**src/hdl/ir_relay_pkg.sv**
```systemverilog
package ir_relay_pkg;
  // Nonvolatile cell offsets
  localparam logic [5:0] ADDR_PULSE_CTRL = 6'h02;
  localparam logic [5:0] ADDR_HYST = 6'h20;
  localparam logic [5:0] ADDR_THRESH = 6'h21;
  // RAM result cell offsets
  localparam logic [7:0] RAM_AMBIENT = 8'h06;
  localparam logic [7:0] RAM_OBJ1 = 8'h07;
  localparam logic [7:0] RAM_OBJ2 = 8'h08;
  // Control word bit positions
  localparam int BIT_PULSE_EN = 1;
  localparam int BIT_DRIVE_TYPE = 2;
  localparam int BIT_RELAY_SEL = 3;
  // Ambient linearisation limits, 0.02 K per lsb
  localparam logic [15:0] AMB_CODE_MIN = 16'h2de4;
  localparam logic [15:0] AMB_CODE_MAX = 16'h4dc4;
  localparam logic [15:0] CTRL_RESET = 16'h0000;
  localparam logic [15:0] TEMP_RESET = 16'h0000;
  // Hold time for the bus request, in microseconds, and its cycle count at 100 MHz
  localparam int CLK_MHZ = 100;
  localparam int REQ_HOLD_US = 2000;
  localparam int REQ_HOLD_CYC = REQ_HOLD_US * CLK_MHZ;
  localparam int INIT_CYC = 16;
  typedef enum logic [2:0] {
    ST_INIT = 3'b000,
    ST_AMB = 3'b001,
    ST_COMMON = 3'b010,
    ST_OBJ1 = 3'b011,
    ST_OBJ2 = 3'b100,
    ST_PULSE = 3'b101
  } loop_state_t;
endpackage : ir_relay_pkg

```
**src/hdl/ir_temp_result_and_relay.sv**
```systemverilog
`timescale 1ns/1ps
// Operation
// RULE_01: Ambient result stays in RAM cell 006h, clamped to 2DE4h..4DC4h.
// RULE_02: Ambient code times 0.02 gives kelvin.
// RULE_03: Object results are stored as kelvin over 0.02 codes.
// RULE_04: After reset load calibration, pick sensor count and die sensor type.
// RULE_05: After init the measurement loop repeats forever with no request.
// RULE_06: Ambient path: offset, programmable FIR, compensation, IIR, calculation; the code applies only the offset filter, the IIR and the clamp.
// RULE_07: Common path: offset and gain filtered, gain factor stored.
// RULE_08: Each object channel compensated and filtered; channel two skipped if single.
// RULE_09: Each loop ends by rescaling the selected result to 10 bits.
// RULE_10: All programmable FIRs share one length, all IIRs another; the FIR length is captured but no FIR stage uses it.
// RULE_11: Relay works only with relay select and pulse output enable set.
// RULE_12: Relay compares first object temperature, gives a logic level.
// RULE_13: Pin is push-pull or open-drain per drive type bit.
// RULE_14: Threshold from cell 021h, hysteresis from cell 020h.
// RULE_15: Output high when object >= threshold plus hysteresis.
// RULE_16: Output low when object <= threshold minus hysteresis.
// RULE_17: Between the levels the output holds its state.
// RULE_18: Relay mode keeps measuring and accepts the bus entry request.
// RULE_19: After bus entry relay stays off until a reset such as sleep exit.
// RULE_20: Serial clock low past hold time disables output, frees the pin.
// RULE_21: Disabled output returns only after power cycle or sleep exit.
module ir_temp_result_and_relay
  import ir_relay_pkg::*;
#(
  parameter int REQ_CYC = REQ_HOLD_CYC,
  parameter int FILT_W = 4
) (
  input wire logic clk_sys_i,
  input wire logic reset_n_i,
  input wire logic sleep_exit_i,
  input wire logic [15:0] nv_pulse_ctrl_i,
  input wire logic [15:0] nv_hyst_i,
  input wire logic [15:0] nv_thresh_i,
  input wire logic [FILT_W-1:0] nv_fir_len_i,
  input wire logic [FILT_W-1:0] nv_iir_len_i,
  input wire logic nv_dual_sensor_i,
  input wire logic nv_die_ptat_i,
  input wire logic [1:0] nv_pulse_sel_i,
  input wire logic [15:0] amb_sample_i,
  input wire logic [15:0] obj1_sample_i,
  input wire logic [15:0] obj2_sample_i,
  input wire logic [15:0] amb_offset_i,
  input wire logic [15:0] ir_offset_i,
  input wire logic scl_pin_i,
  input wire logic [7:0] ram_addr_i,
  output logic [15:0] ram_data_o,
  output logic [15:0] ctrl_word_o,
  output logic [15:0] hyst_o,
  output logic [15:0] thresh_o,
  output logic [15:0] ambient_die_temp_o,
  output logic [15:0] first_object_temp_o,
  output logic [15:0] second_object_temp_o,
  output logic [15:0] gain_compensation_factor_o,
  output logic [9:0] pulse_value_o,
  output logic pulse_load_o,
  output logic pulse_enabled_o,
  output logic relay_active_o,
  output logic die_ptat_o,
  output logic dual_sensor_o,
  output logic bus_mode_o,
  output logic sda_out_o,
  output logic sda_oe_o
);

  // Two-stage synchroniser for the serial clock pin
  logic scl_s1_q, scl_s2_q;
  always_ff @(posedge clk_sys_i or negedge reset_n_i) begin
    if (!reset_n_i) begin
      scl_s1_q <= 1'b1;
      scl_s2_q <= 1'b1;
    end else begin
      scl_s1_q <= scl_pin_i;
      scl_s2_q <= scl_s1_q;
    end
  end

  function automatic logic [15:0] filt(input logic [15:0] prev, input logic [15:0] smp,
                                        input logic [FILT_W-1:0] sh);
    logic signed [17:0] diff;
    diff = $signed({2'b00, smp}) - $signed({2'b00, prev});
    filt = prev + 16'(diff >>> sh);
  endfunction : filt

  loop_state_t st_q, st_d;
  logic [7:0] init_cnt_q, init_cnt_d;
  logic [15:0] ctrl_q, ctrl_d, hyst_q, hyst_d, thr_q, thr_d;
  logic [FILT_W-1:0] fir_len_q, fir_len_d, iir_len_q, iir_len_d;
  logic dual_q, dual_d, ptat_q, ptat_d;
  logic [15:0] amb_q, amb_d, o1_q, o1_d, o2_q, o2_d, kg_q, kg_d;
  logic [15:0] amb_os_q, amb_os_d, ir_os_q, ir_os_d;
  logic [9:0] pv_q, pv_d;
  logic load_q, load_d;
  logic [31:0] req_cnt_q, req_cnt_d;
  logic bus_q, bus_d, relay_q, relay_d;
  logic [15:0] ram_q, ram_d;
  logic [16:0] hi_lvl, lo_lvl, amb_c;
  logic [15:0] pmin, pmax, pval, span;
  logic [25:0] scaled;
  logic pulse_en, relay_on;

  assign pulse_en = ctrl_q[BIT_PULSE_EN] & ~bus_q;
  assign relay_on = pulse_en & ctrl_q[BIT_RELAY_SEL]; // RULE_11 RULE_19

  always_comb begin
    st_d = st_q;
    init_cnt_d = init_cnt_q;
    ctrl_d = ctrl_q;
    hyst_d = hyst_q;
    thr_d = thr_q;
    fir_len_d = fir_len_q;
    iir_len_d = iir_len_q;
    dual_d = dual_q;
    ptat_d = ptat_q;
    amb_d = amb_q;
    o1_d = o1_q;
    o2_d = o2_q;
    kg_d = kg_q;
    amb_os_d = amb_os_q;
    ir_os_d = ir_os_q;
    pv_d = pv_q;
    load_d = 1'b0;
    amb_c = 17'h00000;
    pmin = 16'h0000;
    pmax = 16'h0000;
    pval = 16'h0000;
    span = 16'h0000;
    scaled = 26'h0000000;
    unique case (st_q)
      ST_INIT: begin
        // Calibration cells are captured, sensor count and die sensor chosen
        ctrl_d = nv_pulse_ctrl_i; // RULE_04
        hyst_d = nv_hyst_i; // RULE_14
        thr_d = nv_thresh_i; // RULE_14
        fir_len_d = nv_fir_len_i; // RULE_10
        iir_len_d = nv_iir_len_i; // RULE_10
        dual_d = nv_dual_sensor_i; // RULE_04
        ptat_d = nv_die_ptat_i; // RULE_04
        init_cnt_d = init_cnt_q + 8'h01;
        if (init_cnt_q == 8'(INIT_CYC - 1)) begin
          st_d = ST_AMB;
        end
      end
      ST_AMB: begin
        amb_os_d = filt(amb_os_q, amb_offset_i, FILT_W'(1)); // RULE_06
        amb_c = {1'b0, filt(amb_q, amb_sample_i - amb_os_q, iir_len_q)}; // RULE_06
        // Linearisation is bounded to the ambient code range
        if (amb_c[15:0] < AMB_CODE_MIN) begin
          amb_d = AMB_CODE_MIN; // RULE_01
        end else if (amb_c[15:0] > AMB_CODE_MAX) begin
          amb_d = AMB_CODE_MAX; // RULE_01 RULE_02
        end else begin
          amb_d = amb_c[15:0];
        end
        st_d = ST_COMMON;
      end
      ST_COMMON: begin
        ir_os_d = filt(ir_os_q, ir_offset_i, FILT_W'(1)); // RULE_07
        kg_d = filt(kg_q, 16'h8000 - ir_os_q, FILT_W'(1)); // RULE_07
        st_d = ST_OBJ1;
      end
      ST_OBJ1: begin
        o1_d = filt(o1_q, obj1_sample_i - ir_os_q, iir_len_q); // RULE_08 RULE_03
        st_d = dual_q ? ST_OBJ2 : ST_PULSE; // RULE_08
      end
      ST_OBJ2: begin
        o2_d = filt(o2_q, obj2_sample_i - ir_os_q, iir_len_q); // RULE_08 RULE_03
        st_d = ST_PULSE;
      end
      ST_PULSE: begin
        pmin = thr_q;
        pmax = hyst_q;
        pval = (nv_pulse_sel_i == 2'b00) ? amb_q : (nv_pulse_sel_i == 2'b10) ? o2_q : o1_q;
        span = pmax - pmin;
        if (pval <= pmin || span == 16'h0000) begin
          pv_d = 10'h000;
        end else if (pval >= pmax) begin
          pv_d = 10'h3ff;
        end else begin
          scaled = 26'((pval - pmin) * 26'd1023 / {10'h000, span}); // RULE_09
          pv_d = scaled[9:0];
        end
        load_d = 1'b1; // RULE_09
        st_d = ST_AMB; // RULE_05
      end
      default: st_d = ST_INIT;
    endcase
  end

  // Bus request detection and the relay comparator
  always_comb begin
    req_cnt_d = req_cnt_q;
    bus_d = bus_q;
    relay_d = relay_q;
    hi_lvl = {1'b0, thr_q} + {1'b0, hyst_q};
    lo_lvl = {1'b0, thr_q} - {1'b0, hyst_q};
    // A request that completes in the same cycle as a sleep exit still wins
    if (sleep_exit_i) begin
      bus_d = 1'b0; // RULE_21 RULE_19
      req_cnt_d = 32'h00000000;
    end
    if (!bus_q && ctrl_q[BIT_PULSE_EN]) begin
      if (scl_s2_q) begin
        req_cnt_d = 32'h00000000;
      end else if (req_cnt_q >= 32'(REQ_CYC)) begin
        bus_d = 1'b1; // RULE_20 RULE_18
      end else begin
        req_cnt_d = req_cnt_q + 32'h00000001;
      end
    end
    if (relay_on && st_q != ST_INIT) begin
      if ({1'b0, o1_q} >= hi_lvl) begin
        relay_d = 1'b1; // RULE_15 RULE_12
      end else if (!lo_lvl[16] && {1'b0, o1_q} <= lo_lvl) begin
        relay_d = 1'b0; // RULE_16
      end
      // Otherwise hold, giving the hysteresis band RULE_17
    end
  end

  always_comb begin
    unique case (ram_addr_i)
      RAM_AMBIENT: ram_d = amb_q;
      RAM_OBJ1: ram_d = o1_q;
      RAM_OBJ2: ram_d = o2_q;
      default: ram_d = 16'h0000;
    endcase
  end

  always_ff @(posedge clk_sys_i or negedge reset_n_i) begin
    if (!reset_n_i) begin
      st_q <= ST_INIT;
      init_cnt_q <= 8'h00;
      ctrl_q <= CTRL_RESET;
      hyst_q <= TEMP_RESET;
      thr_q <= TEMP_RESET;
      fir_len_q <= '0;
      iir_len_q <= '0;
      dual_q <= 1'b0;
      ptat_q <= 1'b0;
      amb_q <= AMB_CODE_MIN;
      o1_q <= TEMP_RESET;
      o2_q <= TEMP_RESET;
      kg_q <= TEMP_RESET;
      amb_os_q <= TEMP_RESET;
      ir_os_q <= TEMP_RESET;
      pv_q <= 10'h000;
      load_q <= 1'b0;
      req_cnt_q <= 32'h00000000;
      bus_q <= 1'b0;
      relay_q <= 1'b0;
      ram_q <= 16'h0000;
    end else begin
      st_q <= st_d;
      init_cnt_q <= init_cnt_d;
      ctrl_q <= ctrl_d;
      hyst_q <= hyst_d;
      thr_q <= thr_d;
      fir_len_q <= fir_len_d;
      iir_len_q <= iir_len_d;
      dual_q <= dual_d;
      ptat_q <= ptat_d;
      amb_q <= amb_d;
      o1_q <= o1_d;
      o2_q <= o2_d;
      kg_q <= kg_d;
      amb_os_q <= amb_os_d;
      ir_os_q <= ir_os_d;
      pv_q <= pv_d;
      load_q <= load_d;
      req_cnt_q <= req_cnt_d;
      bus_q <= bus_d;
      relay_q <= relay_d;
      ram_q <= ram_d;
    end
  end

  // Pin drive registered so outputs come straight from flops
  logic sda_out_q, sda_oe_q, relay_act_q, pen_q;
  always_ff @(posedge clk_sys_i or negedge reset_n_i) begin
    if (!reset_n_i) begin
      sda_out_q <= 1'b0;
      sda_oe_q <= 1'b0;
      relay_act_q <= 1'b0;
      pen_q <= 1'b0;
    end else begin
      relay_act_q <= relay_on;
      pen_q <= pulse_en;
      if (relay_on) begin
        // Open-drain only pulls low; push-pull drives both levels
        sda_out_q <= relay_q; // RULE_12
        sda_oe_q <= ctrl_q[BIT_DRIVE_TYPE] ? 1'b1 : ~relay_q; // RULE_13
      end else begin
        sda_out_q <= 1'b0;
        sda_oe_q <= 1'b0; // RULE_20
      end
    end
  end

  assign ram_data_o = ram_q;
  assign ctrl_word_o = ctrl_q;
  assign hyst_o = hyst_q;
  assign thresh_o = thr_q;
  assign ambient_die_temp_o = amb_q;
  assign first_object_temp_o = o1_q;
  assign second_object_temp_o = o2_q;
  assign gain_compensation_factor_o = kg_q;
  assign pulse_value_o = pv_q;
  assign pulse_load_o = load_q;
  assign pulse_enabled_o = pen_q;
  assign relay_active_o = relay_act_q;
  assign die_ptat_o = ptat_q;
  assign dual_sensor_o = dual_q;
  assign bus_mode_o = bus_q;
  assign sda_out_o = sda_out_q;
  assign sda_oe_o = sda_oe_q;

endmodule : ir_temp_result_and_relay

```
**config.mk**
```make
export PLATFORM = sky130hd
export DESIGN_NAME = ir_temp_result_and_relay
export DESIGN_NICKNAME = d
export VERILOG_FILES = /design/src/hdl/ir_relay_pkg.sv /design/src/hdl/ir_temp_result_and_relay.sv
export SDC_FILE = /design/constraint.sdc
export NUM_CORES = 2
export LEC_CHECK = 0
export ABC_AREA = 1
export BUFFER_PORTS_ARGS = -buffer_cell sky130_fd_sc_hd__buf_2
export CAP_MARGIN = 20
export CORE_MARGIN = 3
export CORE_UTILIZATION = 50
export CTS_BUF_LIST = sky130_fd_sc_hd__clkbuf_16
export DETAILED_ROUTE_END_ITERATION = 10
export PLACE_DENSITY = 0.7
export SLEW_MARGIN = 20
export SYNTH_ARGS = -nofsm -noshare
export SYNTH_HDL_FRONTEND = slang
export SYNTH_SLANG_ARGS = --single-unit
```
**constraint.sdc**
```tcl
create_clock -name clk_sys_i -period 155.2 [get_ports clk_sys_i]
set_input_delay 7.76 -clock clk_sys_i [delete_from_list [all_inputs] [get_ports clk_sys_i]]
set_output_delay 7.76 -clock clk_sys_i [all_outputs]
set_load 0.02 [all_outputs]
```
Word-level counts from Yosys, hierarchy flattened
Index checks and enable logic that the tools add are counted.
{"block": "word_totals", "register_bits": 228, "latchBits": 0, "ramBits": 0, "romBits": 0, "in_bits": 152, "out_inout_bits": 146, "wordCells": 111, "mem_count": 0}
{"block": "op_classes", "add_sub_neg": 22, "n_mul": 1, "n_div": 1, "n_lt_le_gt_ge": 7, "eq_ne": 11, "shift": 3, "muxes": 24, "bitwise": 4, "n_reduce_logical": 12}
{"cell": "subtractor 16 x 16 -> 17 bit", "n": 8}
{"cell": "two-way mux 32 bit", "n": 4}
{"cell": "adder 16 bit", "n": 6}
{"cell": "two-way mux 16 bit", "n": 4}
{"cell": "subtractor 16 bit", "n": 4}
{"cell": ">>> shifter 17 x 4 -> 16 bit", "n": 3}
{"cell": "case mux 16 bit (3 select lines)", "n": 1}
{"cell": "adder 32 x 1 -> 32 bit (second input constant)", "n": 1}
{"cell": ">= comparator 32 x 18 -> 1 bit (second input constant)", "n": 1}
{"cell": "divider 26 x 16 -> 26 bit", "n": 1}
{"cell": "multiplier 17 x 11 -> 26 bit (second input constant)", "n": 1}
{"cell": "two-way mux 10 bit", "n": 2}
{"cell": "case mux 3 bit (6 select lines)", "n": 1}
{"cell": "adder 16 x 16 -> 17 bit", "n": 1}
{"cell": ">= comparator 16 x 17 -> 1 bit", "n": 1}
{"cell": "less-or-equal comparator 16 x 17 -> 1 bit", "n": 1}
{"cell": "equality test 8 x 3 -> 1 bit (second input constant)", "n": 2}
{"cell": "equality test 8 x 4 -> 1 bit (second input constant)", "n": 2}
{"cell": ">= comparator 16 bit", "n": 1}
{"cell": "greater-than comparator 16 x 15 -> 1 bit (second input constant)", "n": 1}
{"cell": "less-or-equal comparator 16 bit", "n": 1}
{"cell": "zero test 16 bit", "n": 1}
{"cell": "< comparator 16 x 14 -> 1 bit (second input constant)", "n": 1}
{"cell": "subtractor 16 bit (first input constant)", "n": 1}
{"cell": "18 further kinds", "n": 35}

Depth between registers and ports, before layout
{"block": "depth", "depth_word": 8, "ltp_mapped": 537, "ltp_nobuf": 509}

Worst setup path before layout
Ideal clock, no wire load.
{"block": "synth_timing", "kind": "input port to flip-flop", "from": "in nv_pulse_sel_i[0]", "to": "reg pv_q[0], in the netlist pulse_value_o[0]", "t_arrival_ns": 79.580, "required_ns": 155.132, "path_slack_ns": 75.552, "path_stages": 517, "n_path_buf": 29, "cell_sequence": "clkbuf_1 clkinv_1 nand2_1 clkbuf_1 o22ai_1 a21oi_1 ha_1 nand3_1 nand2_1 a21oi_1 o21bai_1 nand3_1 nand2_1 nand2_1 a21oi_1 o211ai_1 nand2_1 inv_1 [481 not listed] nand3_2 buf_6 buf_2 o21ai_1 inv_1 ha_1 nand2_1 nor4_1 o21ai_0 o2111ai_1 nand2_1 a21oi_1 nor2_1 nand4_1 nor2_1 nand3_1 nand2_1 nand2_1"}
{"block": "synth_via", "elab_chain_cells": 8}
{"item": "start: declaration", "line_no": "ir_temp_result_and_relay.sv:40", "source": "input wire logic [1:0] nv_pulse_sel_i,"}
{"item": "equality test 2 bit", "line_no": "ir_temp_result_and_relay.sv:174", "source": "pval = (nv_pulse_sel_i == 2'b00) ? amb_q : (nv_pulse_sel_i == 2'b10) ? o2_q : o1_q;"}
{"item": "two-way mux 16 bit", "line_no": "ir_temp_result_and_relay.sv:174"}
{"item": "two-way mux 16 bit *", "line_no": "ir_temp_result_and_relay.sv:174"}
{"item": "subtractor 16 x 16 -> 17 bit", "line_no": "ir_temp_result_and_relay.sv:181", "source": "scaled = 26'((pval - pmin) * 26'd1023 / {10'h000, span});"}
{"item": "multiplier 17 x 11 -> 26 bit", "line_no": "ir_temp_result_and_relay.sv:181"}
{"item": "divider 26 x 16 -> 26 bit", "line_no": "ir_temp_result_and_relay.sv:181"}
{"item": "two-way mux 10 bit", "line_no": "ir_temp_result_and_relay.sv:178", "source": "end else if (pval >= pmax) begin"}
{"item": "two-way mux 10 bit *", "line_no": "ir_temp_result_and_relay.sv:176", "source": "if (pval <= pmin || span == 16'h0000) begin"}
{"item": "end signal: assignment", "line_no": "ir_temp_result_and_relay.sv:270", "source": "pv_q <= pv_d;"}
{"item": "end: declaration", "line_no": "ir_temp_result_and_relay.sv:93", "source": "logic [9:0] pv_q, pv_d;"}
Mark *: on every way between the ends. The rest lies on a longest branch, timed or not.
A chain may end at the register's enable or synchronous reset.

Worst setup path after layout
Ends and elaborated chain as after synthesis.

==> run summary <==
After detailed routing, the average wire length per cell comes to 16.2 um. STA puts the critical path data arrival time at 89550 ps. For this run, the top clock speed supported by timing is 11.2 MHz. The via density per instance is 5.38. For the number of H-tree levels, the log shows 1.

In this run the critical register-to-register path is captured at pulse_value_o[0]$_DFFE_PN0P_. The number of global-route vias before repair was 40900. The die boundary height is 302 um, and the mean area per synthesized cell is 6.78 um^2. For the row count, the log shows 107. The critical path is of the in -> reg type.

The wire length of the first global-routing pass came out at 207 mm. After routing, the total negative slack on setup checks comes to 0 ps. From synthesis to final layout, the design area changed by 8.58%.

The buffer type at the clock tree root is sky130_fd_sc_hd__clkbuf_16. STA puts the critical path data required time at 155750 ps. The overall die area came out at 0.0911 mm^2. For the number of antenna violations at the first check in global routing, the log shows 6. Among cell families on the critical path, the largest total delay comes from compound AO/OA/AOI/OAI gates. During synthesis, Yosys emitted a total of 0 warnings. In this run, synthesis produced a sequential element count of 228. Counting every net in the synthesized netlist gives 7424.

Counting distinct cell types in the post-synthesis netlist gives 74. The critical path contains buffers and inverters numbering 98 combined. The number of cells on the worst reg-to-reg path is 483.

Element type at the critical path start: an input pin. The largest driver fanout on the critical path works out to 28. The flow ran to the end, and the final reports show no timing, DRC or antenna violations.

The clock skew was 31.2 ps. After synthesis, the cell types taking the most area are sky130_fd_sc_hd__ha_1, sky130_fd_sc_hd__dfrtp_1, sky130_fd_sc_hd__nand2_1. TritonCTS built the clock tree. The clock reaches the later pin of the worst-skew pair after 640 ps. The placer congestion estimate was 0.974.

The cell count along the critical path works out to 486. The path with the worst hold slack has its endpoint at scl_s2_q$_DFF_PN1_. The routed design has 127 mm of wire. Along the worst hold path, the cell count comes to 0. Setup repair after global routing left no endpoint under its margin. The min-delay analysis places its worst path in the category reg -> reg. Entering global routing, the biggest net connects 103 pins. The remaining antenna violation count came out at 0.

The number of I/O port buffers was 293; the max-slew violation count was 0. The clock sink count was 228. Global-route usage over all layers: 0.277. The detailed router finished its first iteration with 2225 violations. The core region is 0.0859 mm^2. For this design, the CTS-stage hold fixing added 0 buffers. The post-cts repair resize count came out at 0. The total overflow left after global routing is 0.

The cell taking the most area after synthesis was sky130_fd_sc_hd__ha_1. In this run the deepest clock path goes through 3 buffers. The largest single stage delay on the critical path is 790 ps. The fraction of final layout cells sized beyond drive strength 1 is 0.0882, and the minimum clock period is 88990 ps.

In the synthesized netlist the dominant register cell turns out to be sky130_fd_sc_hd__dfrtp_1. The final hold violation count came out at 0. The worst hold path begins at scl_s1_q$_DFF_PN1_. sky130_fd_sc_hd__nand2_1 is the most common cell in the netlist.

For the total number of vias, the log shows 42300. The sequential cell area fraction in the yosys report was 0.131. The run gives 298 as the top-level port count.

The run gives 105 mm as the placed wire-length estimate after detailed placement. After the last flow step, the layout net total stands at 7658. The worst-case headroom to the max-slew limit came out at 0.252.

At the pin with the least slew margin, the transition time is 1120 ps. The fraction of registers with async set/reset was 1.00; the number of buffers created by CTS was 31. STA classifies the critical path endpoint as a flip-flop. The fraction of post-synthesis cell area in the top cell type by area is 0.203, and the synthesized cell area is 0.0438 mm^2. Dominant cell type by count on the critical path: sky130_fd_sc_hd__inv_1. Cell with the largest stage delay on the worst path: sky130_fd_sc_hd__a221oi_1. The startpoint of the worst-slack reg-to-reg timing path is first_object_temp_o[2]$_DFFE_PN0P_. For this run, design rule violations remaining after detail routing come to 0. Across the run, the number of max-cap violations was 0. The portion of the clock cycle consumed by the worst path in the final layout is 0.573, and the clock edge transition at the registers on the reported setup and hold paths is 60 ps. The die extent in x is 302 um, and the setup-violating endpoint count in the final report is 0. Counting every instance in the synthesized netlist gives 6454. The post-CTS setup-driven buffer insertion count was 0. The number of enable-type register cells in the synthesized netlist came out at 0. The logs give 6 for the number of detailed-routing iterations run before antenna repair and 73440 ps for the minimum setup slack among reg-to-reg paths. Effective utilization at floorplan: 0.509. By count the netlist is led by sky130_fd_sc_hd__nand2_1, sky130_fd_sc_hd__inv_1, sky130_fd_sc_hd__ha_1.
worst reg2reg max path: cells and delay by family, from the launching register on:
family	cells	cell delay [ps]
and+or+nand+nor	143	19660
DFF	1	600
buffers and inverters	97	9770
AOI/OAI and AO/OA	210	39700
adders and majority gates	33	11940
routing by layer:
| layer | routed length, um | part of all wire | vias up | track usage |
|---|---|---|---|---|
| met5 | 0 | 0 | - | 0 |
| met1 | 55300 | 0.43 | 19500 | 0.346 |
| met4 | 3880 | 0.030 | 0 | 0.0766 |
| met2 | 60700 | 0.48 | 951 | 0.494 |
| li1 | - | - | 21700 | - |
| met3 | 7530 | 0.059 | 203 | 0.0409 |
through the flow:
step	worst slack [ps]	instance area, um^2	cells	hold WS [ps]	util
final	66210	47500	7862	355	0.553
after global placement	67870	46400	7797	347	0.540
after floorplan	75550	43800	6454	345	-
after detailed placement	65860	46400	7797	347	0.540
after CTS	66360	47500	7855	356	0.552
after global routing	56840	47500	7860	364	0.553
state kept, by name (all words and copies together), names as in the netlist, 3 cells and up:
signal / cells
req_cnt_q: 32
ambient_die_temp_o: 16
ctrl_word_o: 16
gain_compensation_factor_o: 16
ram_data_o: 16
init_cnt_q: 8
pulse_value_o: 10
first_object_temp_o: 16
ir_os_q: 16
amb_os_q: 16
st_q: 3
thresh_o: 16
second_object_temp_o: 16
iir_len_q: 4
hyst_o: 16
cells in the final DEF (no fill, tap or decap), types with 29 or more instances in the layout:
cell type,n
sky130_fd_sc_hd__buf_2,292
sky130_fd_sc_hd__inv_1,1041
sky130_fd_sc_hd__nand3_1,231
sky130_fd_sc_hd__nand2_1,1369
sky130_fd_sc_hd__or2_2,29
sky130_fd_sc_hd__a21oi_1,497
sky130_fd_sc_hd__clkbuf_16,32
sky130_fd_sc_hd__xnor2_1,136
sky130_fd_sc_hd__fa_1,107
sky130_fd_sc_hd__ha_1,711
sky130_fd_sc_hd__o21bai_1,96
sky130_fd_sc_hd__nor2_1,364
sky130_fd_sc_hd__nor3_1,53
sky130_fd_sc_hd__a21o_1,67
sky130_fd_sc_hd__o21ai_0,525
sky130_fd_sc_hd__nand4_1,52
sky130_fd_sc_hd__xor2_1,373
sky130_fd_sc_hd__o21ai_1,33
sky130_fd_sc_hd__nand2_2,42
sky130_fd_sc_hd__buf_4,34
sky130_fd_sc_hd__inv_2,33
sky130_fd_sc_hd__dfrtp_1,218
layout make-up:
type,instances,area (um^2)
timing repair buffer,328,1760
clock inverter,27,298
tap,1144,1430
inverter,1085,4070
clock buffer,31,776
antenna,5,12.5
multi-input combinational,5014,33500
fill,8585,38400
sequential,228,5720
worst max path at each step:
stage	start	endpoint	slack (ps)
after CTS	nv_pulse_sel_i[0]	pulse_value_o[0]$_DFFE_PN0P_	66360
after global routing	nv_pulse_sel_i[0]	pulse_value_o[0]$_DFFE_PN0P_	56840
after floorplan	nv_pulse_sel_i[0]	pulse_value_o[0]$_DFFE_PN0P_	75550
after detailed placement	nv_pulse_sel_i[0]	pulse_value_o[0]$_DFFE_PN0P_	65860
after global placement	nv_pulse_sel_i[0]	pulse_value_o[0]$_DFFE_PN0P_	67870
final	nv_pulse_sel_i[0]	pulse_value_o[0]$_DFFE_PN0P_	66210
logic make-up after synthesis:
group,after synthesis,share of synthesized area
adders and majority gates,818,0.252
AOI/OAI and AO/OA,1415,0.184
xor gates and xnor gates,511,0.102
buffers and inverters,1212,0.106
and+or+nand+nor,2265,0.224
DFF,228,0.131
muxes,5,0.00114
Power is not shown: default switching activity piles up to over one toggle a cycle in this logic, so the estimate is an artifact.
